--- src/design/e1ftc_pkg.sv ---
// package: register map, field positions and timing constants of the e1 control bank
package e1ftc_pkg;
    // register offsets on the 8-bit host port
    localparam logic [7:0] SIG_OUT_CTRL_OFS = 8'h14;
    localparam logic [7:0] CODE_LOOP_CTRL_OFS = 8'h15;
    localparam logic [7:0] NAT_ALARM_CTRL_OFS = 8'h16;
    localparam logic [7:0] MF_LINK_SEL_OFS = 8'h17;
    // writable bit masks, unused positions stay zero
    localparam logic [7:0] SIG_OUT_CTRL_MASK = 8'hf8;
    localparam logic [7:0] CODE_LOOP_CTRL_MASK = 8'hef;
    localparam logic [7:0] NAT_ALARM_CTRL_MASK = 8'h3f;
    localparam logic [7:0] MF_LINK_SEL_MASK = 8'h7f;
    // reset values
    localparam logic [7:0] SIG_OUT_CTRL_RST = 8'h00;
    localparam logic [7:0] CODE_LOOP_CTRL_RST = 8'h00;
    localparam logic [7:0] NAT_ALARM_CTRL_RST = 8'h00;
    localparam logic [7:0] MF_LINK_SEL_RST = 8'h00;
    // signaling_and_output_control fields
    localparam int SERIAL_OUT_EN_BIT = 7;
    localparam int SIG_OUT_EN_BIT = 6;
    localparam int COMMON_CHAN_BIT = 5;
    localparam int DEBOUNCE_SEL_BIT = 4;
    localparam int NIBBLE_UPPER_BIT = 3;
    // coding_and_loopback_control fields
    localparam int RX_ZSUB_BIT = 7;
    localparam int METALLIC_LOOP_BIT = 6;
    localparam int TX_ZSUB_BIT = 5;
    localparam int DIGITAL_LOOP_BIT = 3;
    localparam int REMOTE_LOOP_BIT = 2;
    localparam int BACKPLANE_LOOP_BIT = 1;
    localparam int PAYLOAD_LOOP_BIT = 0;
    // national_bits_alarm_control fields
    localparam int REMOTE_ALARM_BIT = 5;
    localparam int NAT_USE_LSB = 0;
    // multiframe_and_link_select fields
    localparam int MF_MARKER_SEL_BIT = 6;
    localparam int NAT_SRC_SEL_BIT = 5;
    localparam int DL_SEL_LSB = 0;
    localparam int SA_BITS = 5;
    // sa4 is the msb of each five-bit sa field
    localparam logic [4:0] SA4_ONLY = 5'h10;
    // debounce timing
    localparam longint CLK_PERIOD_NS = 100;
    localparam longint DEBOUNCE_NS = 14_000_000;
    localparam int DEBOUNCE_CYCLES = int'(DEBOUNCE_NS / CLK_PERIOD_NS);
endpackage : e1ftc_pkg

--- src/design/e1ftc_ctrl.sv ---
// e1 transmit/receive control bank: host registers plus the datapath selections they steer
//////////////////////////////////////////////////////////////////////////////
module e1ftc_ctrl #(
    parameter int DEBOUNCE_CYCLES = e1ftc_pkg::DEBOUNCE_CYCLES
) (
    // clock and reset
    input wire logic clk_i,
    input wire logic srst_i,
    // host register port
    input wire logic cs_i,
    input wire logic wr_i,
    input wire logic rd_i,
    input wire logic [7:0] addr_i,
    input wire logic [7:0] wdata_i,
    output logic [7:0] rdata_o,
    // backplane streams, one time slot byte per clock
    input wire logic [7:0] serial_data_input_i,
    output logic [7:0] serial_data_output_o,
    output logic serial_data_output_oe_n_o,
    input wire logic [7:0] signaling_stream_input_i,
    output logic [7:0] signaling_stream_output_o,
    output logic signaling_stream_output_oe_n_o,
    // receive framer side
    input wire logic [7:0] rx_data_i,
    input wire logic [3:0] rx_sig_nibble_i,
    input wire logic sig_multiframe_i,
    input wire logic crc_multiframe_i,
    output logic rx_multiframe_marker_o,
    // transmit framer side
    input wire logic [7:0] tx_framer_byte_i,
    input wire logic ts0_i,
    output logic [7:0] tx_payload_o,
    output logic [7:0] tx_ch16_o,
    // line side bipolar signals
    input wire logic rx_line_positive_i,
    input wire logic rx_line_negative_i,
    input wire logic tx_enc_positive_i,
    input wire logic tx_enc_negative_i,
    output logic tx_line_positive_o,
    output logic tx_line_negative_o,
    output logic rcv_in_positive_o,
    output logic rcv_in_negative_o,
    // time slot zero non-frame-alignment bits
    input wire logic auto_remote_alarm_control_i,
    input wire logic auto_alarm_i,
    input wire logic tx_transparent_select_i,
    input wire logic [4:0] sa_buffer_i,
    input wire logic [4:0] data_link_bits_i,
    output logic [5:0] tx_nfas_bits_o,
    // coding controls
    output logic rx_zero_substitution_enable_o,
    output logic tx_zero_substitution_enable_o
);

    //////////////////////////////////////////////////////////////////////////
    // register storage
    logic [7:0] sig_ctrl_r; // signaling_and_output_control
    logic [7:0] loop_ctrl_r; // coding_and_loopback_control
    logic [7:0] nat_ctrl_r; // national_bits_alarm_control
    logic [7:0] mf_sel_r; // multiframe_and_link_select
    logic [7:0] rdata_nxt;

    // decode of the host strobes
    wire wr_en = cs_i && wr_i;
    wire rd_en = cs_i && rd_i;
    wire hit_sig = addr_i == e1ftc_pkg::SIG_OUT_CTRL_OFS;
    wire hit_loop = addr_i == e1ftc_pkg::CODE_LOOP_CTRL_OFS;
    wire hit_nat = addr_i == e1ftc_pkg::NAT_ALARM_CTRL_OFS;
    wire hit_mf = addr_i == e1ftc_pkg::MF_LINK_SEL_OFS;

    // named control fields
    wire serial_out_drive_enable = sig_ctrl_r[e1ftc_pkg::SERIAL_OUT_EN_BIT];
    wire signaling_out_drive_enable = sig_ctrl_r[e1ftc_pkg::SIG_OUT_EN_BIT];
    wire tx_common_channel_select = sig_ctrl_r[e1ftc_pkg::COMMON_CHAN_BIT];
    wire signaling_debounce_select = sig_ctrl_r[e1ftc_pkg::DEBOUNCE_SEL_BIT];
    wire nibble_upper_half_select = sig_ctrl_r[e1ftc_pkg::NIBBLE_UPPER_BIT];
    wire metallic_loop_enable = loop_ctrl_r[e1ftc_pkg::METALLIC_LOOP_BIT];
    wire digital_loop_enable = loop_ctrl_r[e1ftc_pkg::DIGITAL_LOOP_BIT];
    wire remote_loop_enable = loop_ctrl_r[e1ftc_pkg::REMOTE_LOOP_BIT];
    wire backplane_loop_enable = loop_ctrl_r[e1ftc_pkg::BACKPLANE_LOOP_BIT];
    wire payload_loop_enable = loop_ctrl_r[e1ftc_pkg::PAYLOAD_LOOP_BIT];
    wire tx_remote_alarm_bit = nat_ctrl_r[e1ftc_pkg::REMOTE_ALARM_BIT];
    wire [4:0] tx_national_use_bits = nat_ctrl_r[e1ftc_pkg::NAT_USE_LSB +: e1ftc_pkg::SA_BITS];
    wire rx_multiframe_marker_select = mf_sel_r[e1ftc_pkg::MF_MARKER_SEL_BIT];
    wire national_bit_source_select = mf_sel_r[e1ftc_pkg::NAT_SRC_SEL_BIT];
    wire [4:0] data_link_position_select = mf_sel_r[e1ftc_pkg::DL_SEL_LSB +: e1ftc_pkg::SA_BITS];

    // read mux; unmapped offsets read zero
    assign rdata_nxt = hit_sig ? sig_ctrl_r :
                       hit_loop ? loop_ctrl_r :
                       hit_nat ? nat_ctrl_r :
                       hit_mf ? mf_sel_r : 8'h00;

    // register writes, masked so unused bits never store
    always_ff @(posedge clk_i)
    begin
        if (srst_i)
        begin
            sig_ctrl_r <= e1ftc_pkg::SIG_OUT_CTRL_RST;
            loop_ctrl_r <= e1ftc_pkg::CODE_LOOP_CTRL_RST;
            nat_ctrl_r <= e1ftc_pkg::NAT_ALARM_CTRL_RST;
            mf_sel_r <= e1ftc_pkg::MF_LINK_SEL_RST;
        end
        else if (wr_en)
        begin
            if (hit_sig) sig_ctrl_r <= wdata_i & e1ftc_pkg::SIG_OUT_CTRL_MASK;
            if (hit_loop) loop_ctrl_r <= wdata_i & e1ftc_pkg::CODE_LOOP_CTRL_MASK;
            if (hit_nat) nat_ctrl_r <= wdata_i & e1ftc_pkg::NAT_ALARM_CTRL_MASK;
            if (hit_mf) mf_sel_r <= wdata_i & e1ftc_pkg::MF_LINK_SEL_MASK;
        end
    end

    // read data register, held between reads
    always_ff @(posedge clk_i)
    begin
        if (srst_i)
            rdata_o <= 8'h00;
        else if (rd_en)
            rdata_o <= rdata_nxt;
    end

    //////////////////////////////////////////////////////////////////////////
    // received signaling debounce
    localparam int CW = $clog2(DEBOUNCE_CYCLES + 1);
    localparam logic [CW-1:0] DEB_LAST = CW'(DEBOUNCE_CYCLES - 1);
    logic [3:0] sig_cand_r; // candidate new state
    logic [3:0] sig_deb_r; // accepted state
    logic [CW-1:0] deb_cnt_r; // cycles the candidate has held
    wire sig_changed = rx_sig_nibble_i != sig_cand_r;

    // a change restarts the window; the multiframe skew adds up to 2 ms upstream
    always_ff @(posedge clk_i)
    begin
        if (srst_i)
        begin
            sig_cand_r <= 4'h0;
            sig_deb_r <= 4'h0;
            deb_cnt_r <= '0;
        end
        else if (!signaling_debounce_select)
        begin
            sig_cand_r <= rx_sig_nibble_i;
            sig_deb_r <= rx_sig_nibble_i;
            deb_cnt_r <= '0;
        end
        else if (sig_changed)
        begin
            sig_cand_r <= rx_sig_nibble_i;
            deb_cnt_r <= '0;
        end
        else if (deb_cnt_r == DEB_LAST)
            sig_deb_r <= sig_cand_r;
        else
            deb_cnt_r <= deb_cnt_r + CW'(1);
    end

    //////////////////////////////////////////////////////////////////////////
    // backplane side selections
    logic [3:0] tx_abcd_r; // internal transmit abcd register
    wire [3:0] sig_in_nibble = nibble_upper_half_select ? signaling_stream_input_i[7:4] :
                               signaling_stream_input_i[3:0];
    wire [7:0] sig_out_nxt = nibble_upper_half_select ? {sig_deb_r, 4'h0} : {4'h0, sig_deb_r};
    // backplane loop wins, then digital loop
    wire [7:0] sdo_nxt = backplane_loop_enable ? serial_data_input_i :
                         digital_loop_enable ? tx_payload_o : rx_data_i;
    wire [7:0] ch16_nxt = tx_common_channel_select ? serial_data_input_i : {tx_abcd_r, tx_abcd_r};

    // backplane outputs, all registered
    always_ff @(posedge clk_i)
    begin
        if (srst_i)
        begin
            tx_abcd_r <= 4'h0;
            serial_data_output_o <= 8'h00;
            serial_data_output_oe_n_o <= 1'b1;
            signaling_stream_output_o <= 8'h00;
            signaling_stream_output_oe_n_o <= 1'b1;
            tx_ch16_o <= 8'h00;
        end
        else
        begin
            tx_abcd_r <= sig_in_nibble;
            serial_data_output_o <= sdo_nxt;
            serial_data_output_oe_n_o <= !serial_out_drive_enable;
            signaling_stream_output_o <= sig_out_nxt;
            signaling_stream_output_oe_n_o <= !signaling_out_drive_enable;
            tx_ch16_o <= ch16_nxt;
        end
    end

    //////////////////////////////////////////////////////////////////////////
    // transmit payload and line side selections
    // payload loop keeps slot zero from the framer
    wire [7:0] payload_nxt = payload_loop_enable ? (ts0_i ? tx_framer_byte_i : rx_data_i) :
                             tx_transparent_select_i ? serial_data_input_i : tx_framer_byte_i;
    wire line_pos_nxt = remote_loop_enable ? rx_line_positive_i : tx_enc_positive_i;
    wire line_neg_nxt = remote_loop_enable ? rx_line_negative_i : tx_enc_negative_i;
    // metallic loop feeds the transmit line signals to the receiver inputs
    wire rcv_pos_nxt = metallic_loop_enable ? line_pos_nxt : rx_line_positive_i;
    wire rcv_neg_nxt = metallic_loop_enable ? line_neg_nxt : rx_line_negative_i;

    // time slot zero non-frame-alignment bits
    // transparent forces sa4 only
    wire [4:0] dl_sel = tx_transparent_select_i ? e1ftc_pkg::SA4_ONLY : data_link_position_select;
    wire [4:0] nat_src = national_bit_source_select ? sa_buffer_i : tx_national_use_bits;
    // per position data link or national bit
    wire [4:0] sa_nxt = (dl_sel & data_link_bits_i) | (~dl_sel & nat_src);
    // alarm bit ignored without auto control
    wire alarm_nxt = auto_remote_alarm_control_i ? tx_remote_alarm_bit : auto_alarm_i;
    wire mf_nxt = rx_multiframe_marker_select ? crc_multiframe_i : sig_multiframe_i;

    // line side and framing outputs, all registered
    always_ff @(posedge clk_i)
    begin
        if (srst_i)
        begin
            tx_payload_o <= 8'h00;
            tx_line_positive_o <= 1'b0;
            tx_line_negative_o <= 1'b0;
            rcv_in_positive_o <= 1'b0;
            rcv_in_negative_o <= 1'b0;
            tx_nfas_bits_o <= 6'h00;
            rx_multiframe_marker_o <= 1'b0;
            rx_zero_substitution_enable_o <= 1'b0;
            tx_zero_substitution_enable_o <= 1'b0;
        end
        else
        begin
            tx_payload_o <= payload_nxt;
            tx_line_positive_o <= line_pos_nxt;
            tx_line_negative_o <= line_neg_nxt;
            rcv_in_positive_o <= rcv_pos_nxt;
            rcv_in_negative_o <= rcv_neg_nxt;
            tx_nfas_bits_o <= {alarm_nxt, sa_nxt};
            rx_multiframe_marker_o <= mf_nxt;
            rx_zero_substitution_enable_o <= loop_ctrl_r[e1ftc_pkg::RX_ZSUB_BIT];
            tx_zero_substitution_enable_o <= loop_ctrl_r[e1ftc_pkg::TX_ZSUB_BIT];
        end
    end
endmodule : e1ftc_ctrl

--- config.mk ---
export PLATFORM = sky130hd
export DESIGN_NAME = e1ftc_ctrl
export DESIGN_NICKNAME = d
export VERILOG_FILES = /design/src/design/e1ftc_pkg.sv /design/src/design/e1ftc_ctrl.sv
export SDC_FILE = /design/constraint.sdc
export NUM_CORES = 1
export LEC_CHECK = 0
export ABC_AREA = 1
export ABC_CLOCK_PERIOD_IN_PS = 1690
export BUFFER_PORTS_ARGS = -buffer_cell sky130_fd_sc_hd__buf_2
export CAP_MARGIN = 25
export CORE_MARGIN = 1
export CORE_UTILIZATION = 41
export DETAILED_ROUTE_END_ITERATION = 6
export GPL_TIMING_DRIVEN = 1
export HOLD_SLACK_MARGIN = 0.08
export PLACE_DENSITY_LB_ADDON = 0.08
export SLEW_MARGIN = 25
export SYNTH_ARGS = -nofsm -noshare
export SYNTH_HDL_FRONTEND = slang
export SYNTH_SLANG_ARGS = --single-unit
--- constraint.sdc ---
create_clock -name clk_i -period 1.69 [get_ports clk_i]
set_clock_uncertainty 0.05 [all_clocks]
set_input_delay 0.4225 -clock clk_i [delete_from_list [all_inputs] [get_ports clk_i]]
set_output_delay 0.4225 -clock clk_i [all_outputs]
set_load 0.1 [all_outputs]
==> impl_metrics.ini <==
[hold_path]
min_to = tx_nfas_bits_o[5]
hold_depth = 2
hold_start = auto_remote_alarm_control_i
hold_path.class = in -> reg

[clock_tree]
htreeDepth = 3
clk_latency_ns = 0.35
cts_root_buf = clkbuf_16
cts_tree = done
cts_post_setup_buffers_inserted = 0
numClockSinks = 110
max-clock-path-buffers = 2
postCtsHoldBufs = 0
numCtsBuffers = 9
cts.reportedPaths.clkPinSlew_ns = 0.07
cts_resized = 0

[sta]
fmax_mhz = 617.9
postLayoutSetupSlackWorst_ns = 0.07174
worstMarginPinSlew_ns = 0.5090
slew_headroom_pct = 66.30
worst_hold_slack_ns = 0.2104
hold_viol = 0
fin_crit_sh_pct = 95.75
setup_viol = 0
slew_viol_final = 0
finalCriticalPeriod_ns = 1.618

[routing]
drt_wl_total_um = 12640
vias_per_cell = 4.850
drtPass1Iterations = 5
wire_per_inst_um = 12.94
drtAntennaViolNets = 0
drt_iter0_markers = 230
drc = 0
vias = 4738

[finish]
antenna_cells = 0
drive_gt1_share_pct = 23.02
design_area_um2 = 6041
layout_commonest_cell = nand2_1
final.fill_count = 1116
layout_common_cells = nand2_1 (145), buf_2 (131), dfxtp_1 (110)
final_nets = 907
syn_to_final_growth_pct = 24.24

[flow_run]
max-cap-violations = 0

[critical_path]
cp-end-kind = output port
r2r_end = sig_deb_r[0]
r2r_start = deb_cnt_r[0]
crit_path_cell_trace = buf_2
crit_buf_inv = 1
critical_path.top_delay_family = buffers and inverters
criticalPathCategory = reg -> out
rrSetupSlack_ns = 0.16
cp_max_fo = 2
reg2reg_depth = 9
arrival_ns = 1.15
cp.required_ns = 1.22
critPathLaunchType = register
slowest_stage = buf_2
critPathMaxStageDelay_ns = 0.44

[logic_synthesis]
ys_ff_latch = 110
synth_cells = 693
synthTopCellsByArea = dfxtp_1 (45%), nand2_1 (11%), a21oi_1 (9.0%), inv_1 (6.9%), nor2_1 (6.2%)
synth.avg_cell_area_um2 = 7.016
ys_types = 35
netlist_area_um2 = 4862
synth_warnings = 0
syn_nets = 771
yosysSeqAreaShare_pct = 45.29
synth_top_area_cell = dfxtp_1
yosys.area.top_type_share_pct = 45.29

[power_and_ir_drop]
internal_power_mw = 4.019
p_leak_nw = 2.790
irDropWorstVdd_v = 0.0006298
clkPwrFrac_pct = 38.5
p_switching_mw = 1.583
power_density_nw_per_um2 = 927.3
switching_share_pct = 28.26
combinationalPowerShare_pct = 13.7
finalPower_mw = 5.602
power_frac_seq_pct = 47.8

[global_route]
grt_pass1_vias = 4440
grt_first_pass_wirelength_um = 20940
grt_antenna_before_repair = 0
grt_use_total_pct = 21.01
grt_max_degree = 31
grt_overflow_total = 0

[floorplan]
core_um2 = 11470
fp.dieW_um = 110.9
initial_core_util_pct = 42.40
fp.dieH_um = 110.9
io_pins = 132
dieArea_um2 = 12300
num_rows = 39

[placement]
dp_hpwl_um = 9517
dp_slack_ns = 0.08319
dpl_cell_area_um2 = 5731
place.gp.congestion = 0.8607
io_buffers = 131

[outcome]
status = finished, final reports clean
==> how the worst max path moves through the flow <==
stage,startpoint,cells past startpoint,to,slack [ns]
3_5_place_dp,addr_i[0],7,sig_ctrl_r[4],0.08
3_3_place_gp,addr_i[3],9,loop_ctrl_r[0],0.12
2_1_floorplan,addr_i[5],9,loop_ctrl_r[3],0.24
6_report,rdata_o[4],1,rdata_o[4],0.07
4_1_cts,rdata_o[2],1,rdata_o[2],0.07
5_1_grt,deb_cnt_r[0],9,sig_deb_r[1],-0.01
==> state kept, by name, indices dropped and copies added, names as in the netlist, 4 cells and up <==
signal,cells
rdata_o,8
tx_payload_o,8
tx_nfas_bits_o,6
serial_data_output_o,8
tx_ch16_o,8
signaling_stream_output_o,8
tx_abcd_r,4
loop_ctrl_r,7
nat_ctrl_r,6
deb_cnt_r,18
sig_cand_r,4
sig_ctrl_r,5
mf_sel_r,7
sig_deb_r,4
==> power groups by stage <==
| stage | clock [mW] | combinational (mW) | sequential [mW] |
|---|---|---|---|
| after floorplan | 0 | 0.192 | 3.10 |
| after detailed placement | 0 | 0.766 | 2.74 |
| after global routing | 2.29 | 0.819 | 2.69 |
| after CTS | 2.20 | 0.768 | 2.68 |
| after global placement | 0 | 0.758 | 2.74 |
| final | 2.16 | 0.765 | 2.68 |
==> layer usage <==
| metal | track usage, % | up-vias | routed length, um |
|---|---|---|---|
| met5 | 0 | - | 0 |
| met4 | 8.800 | 0 | 254 |
| met3 | 3.937 | 18 | 649 |
| met2 | 33.79 | 108 | 5660 |
| met1 | 27.59 | 2123 | 6074 |
| li1 | - | 2489 | - |
==> Yosys cell counts (all sizes together) <==
cell / instances
nand2: 151
dfxtp: 110
inv: 93
nor2: 89
a21oi: 88
o21ai: 53
nand3: 36
clkbuf: 17
o211ai: 11
buf: 9
nand4: 9
nor3: 9
xor2: 4
clkinv: 3
a31oi: 2
mux2i: 2
or2: 2
a211oi: 1
ha: 1
o2111ai: 1
o22ai: 1
xnor2: 1
==> metrics by stage <==
stage          instances  util, %  TNS [ns]
2_1_floorplan        693        -         0
3_3_place_gp         961    49.97         0
6_report             977    52.68         0
5_1_grt              977    52.68  -0.01844
3_5_place_dp         961    49.97         0
4_1_cts              977    52.59         0
==> area by class of cell <==
type	instances	area, um^2	share of cell area (%)
Clock buffer	10	239.0	3.956
Clock inverter	6	61.31	1.015
Inverter	96	360.3	5.965
Multi-Input combinational cell	461	2181	36.10
Sequential cell	110	2202	36.45
Tap cell	143	178.9	2.962
Timing Repair Buffer	151	818.3	13.55
==> logic make-up (layout without fill, tap and decap cells) <==
logic type	Yosys count	after routing	share of synthesized area (%)
compound gates	157	157	17.09
xor+xnor	5	5	0.9006
fa+ha+maj	1	1	0.2573
buf+inv	122	263	10.06
flops	110	110	45.29
mux	2	2	0.4118
simple gates	296	296	25.99
Note: power is estimated with default switching activity, not from simulation.
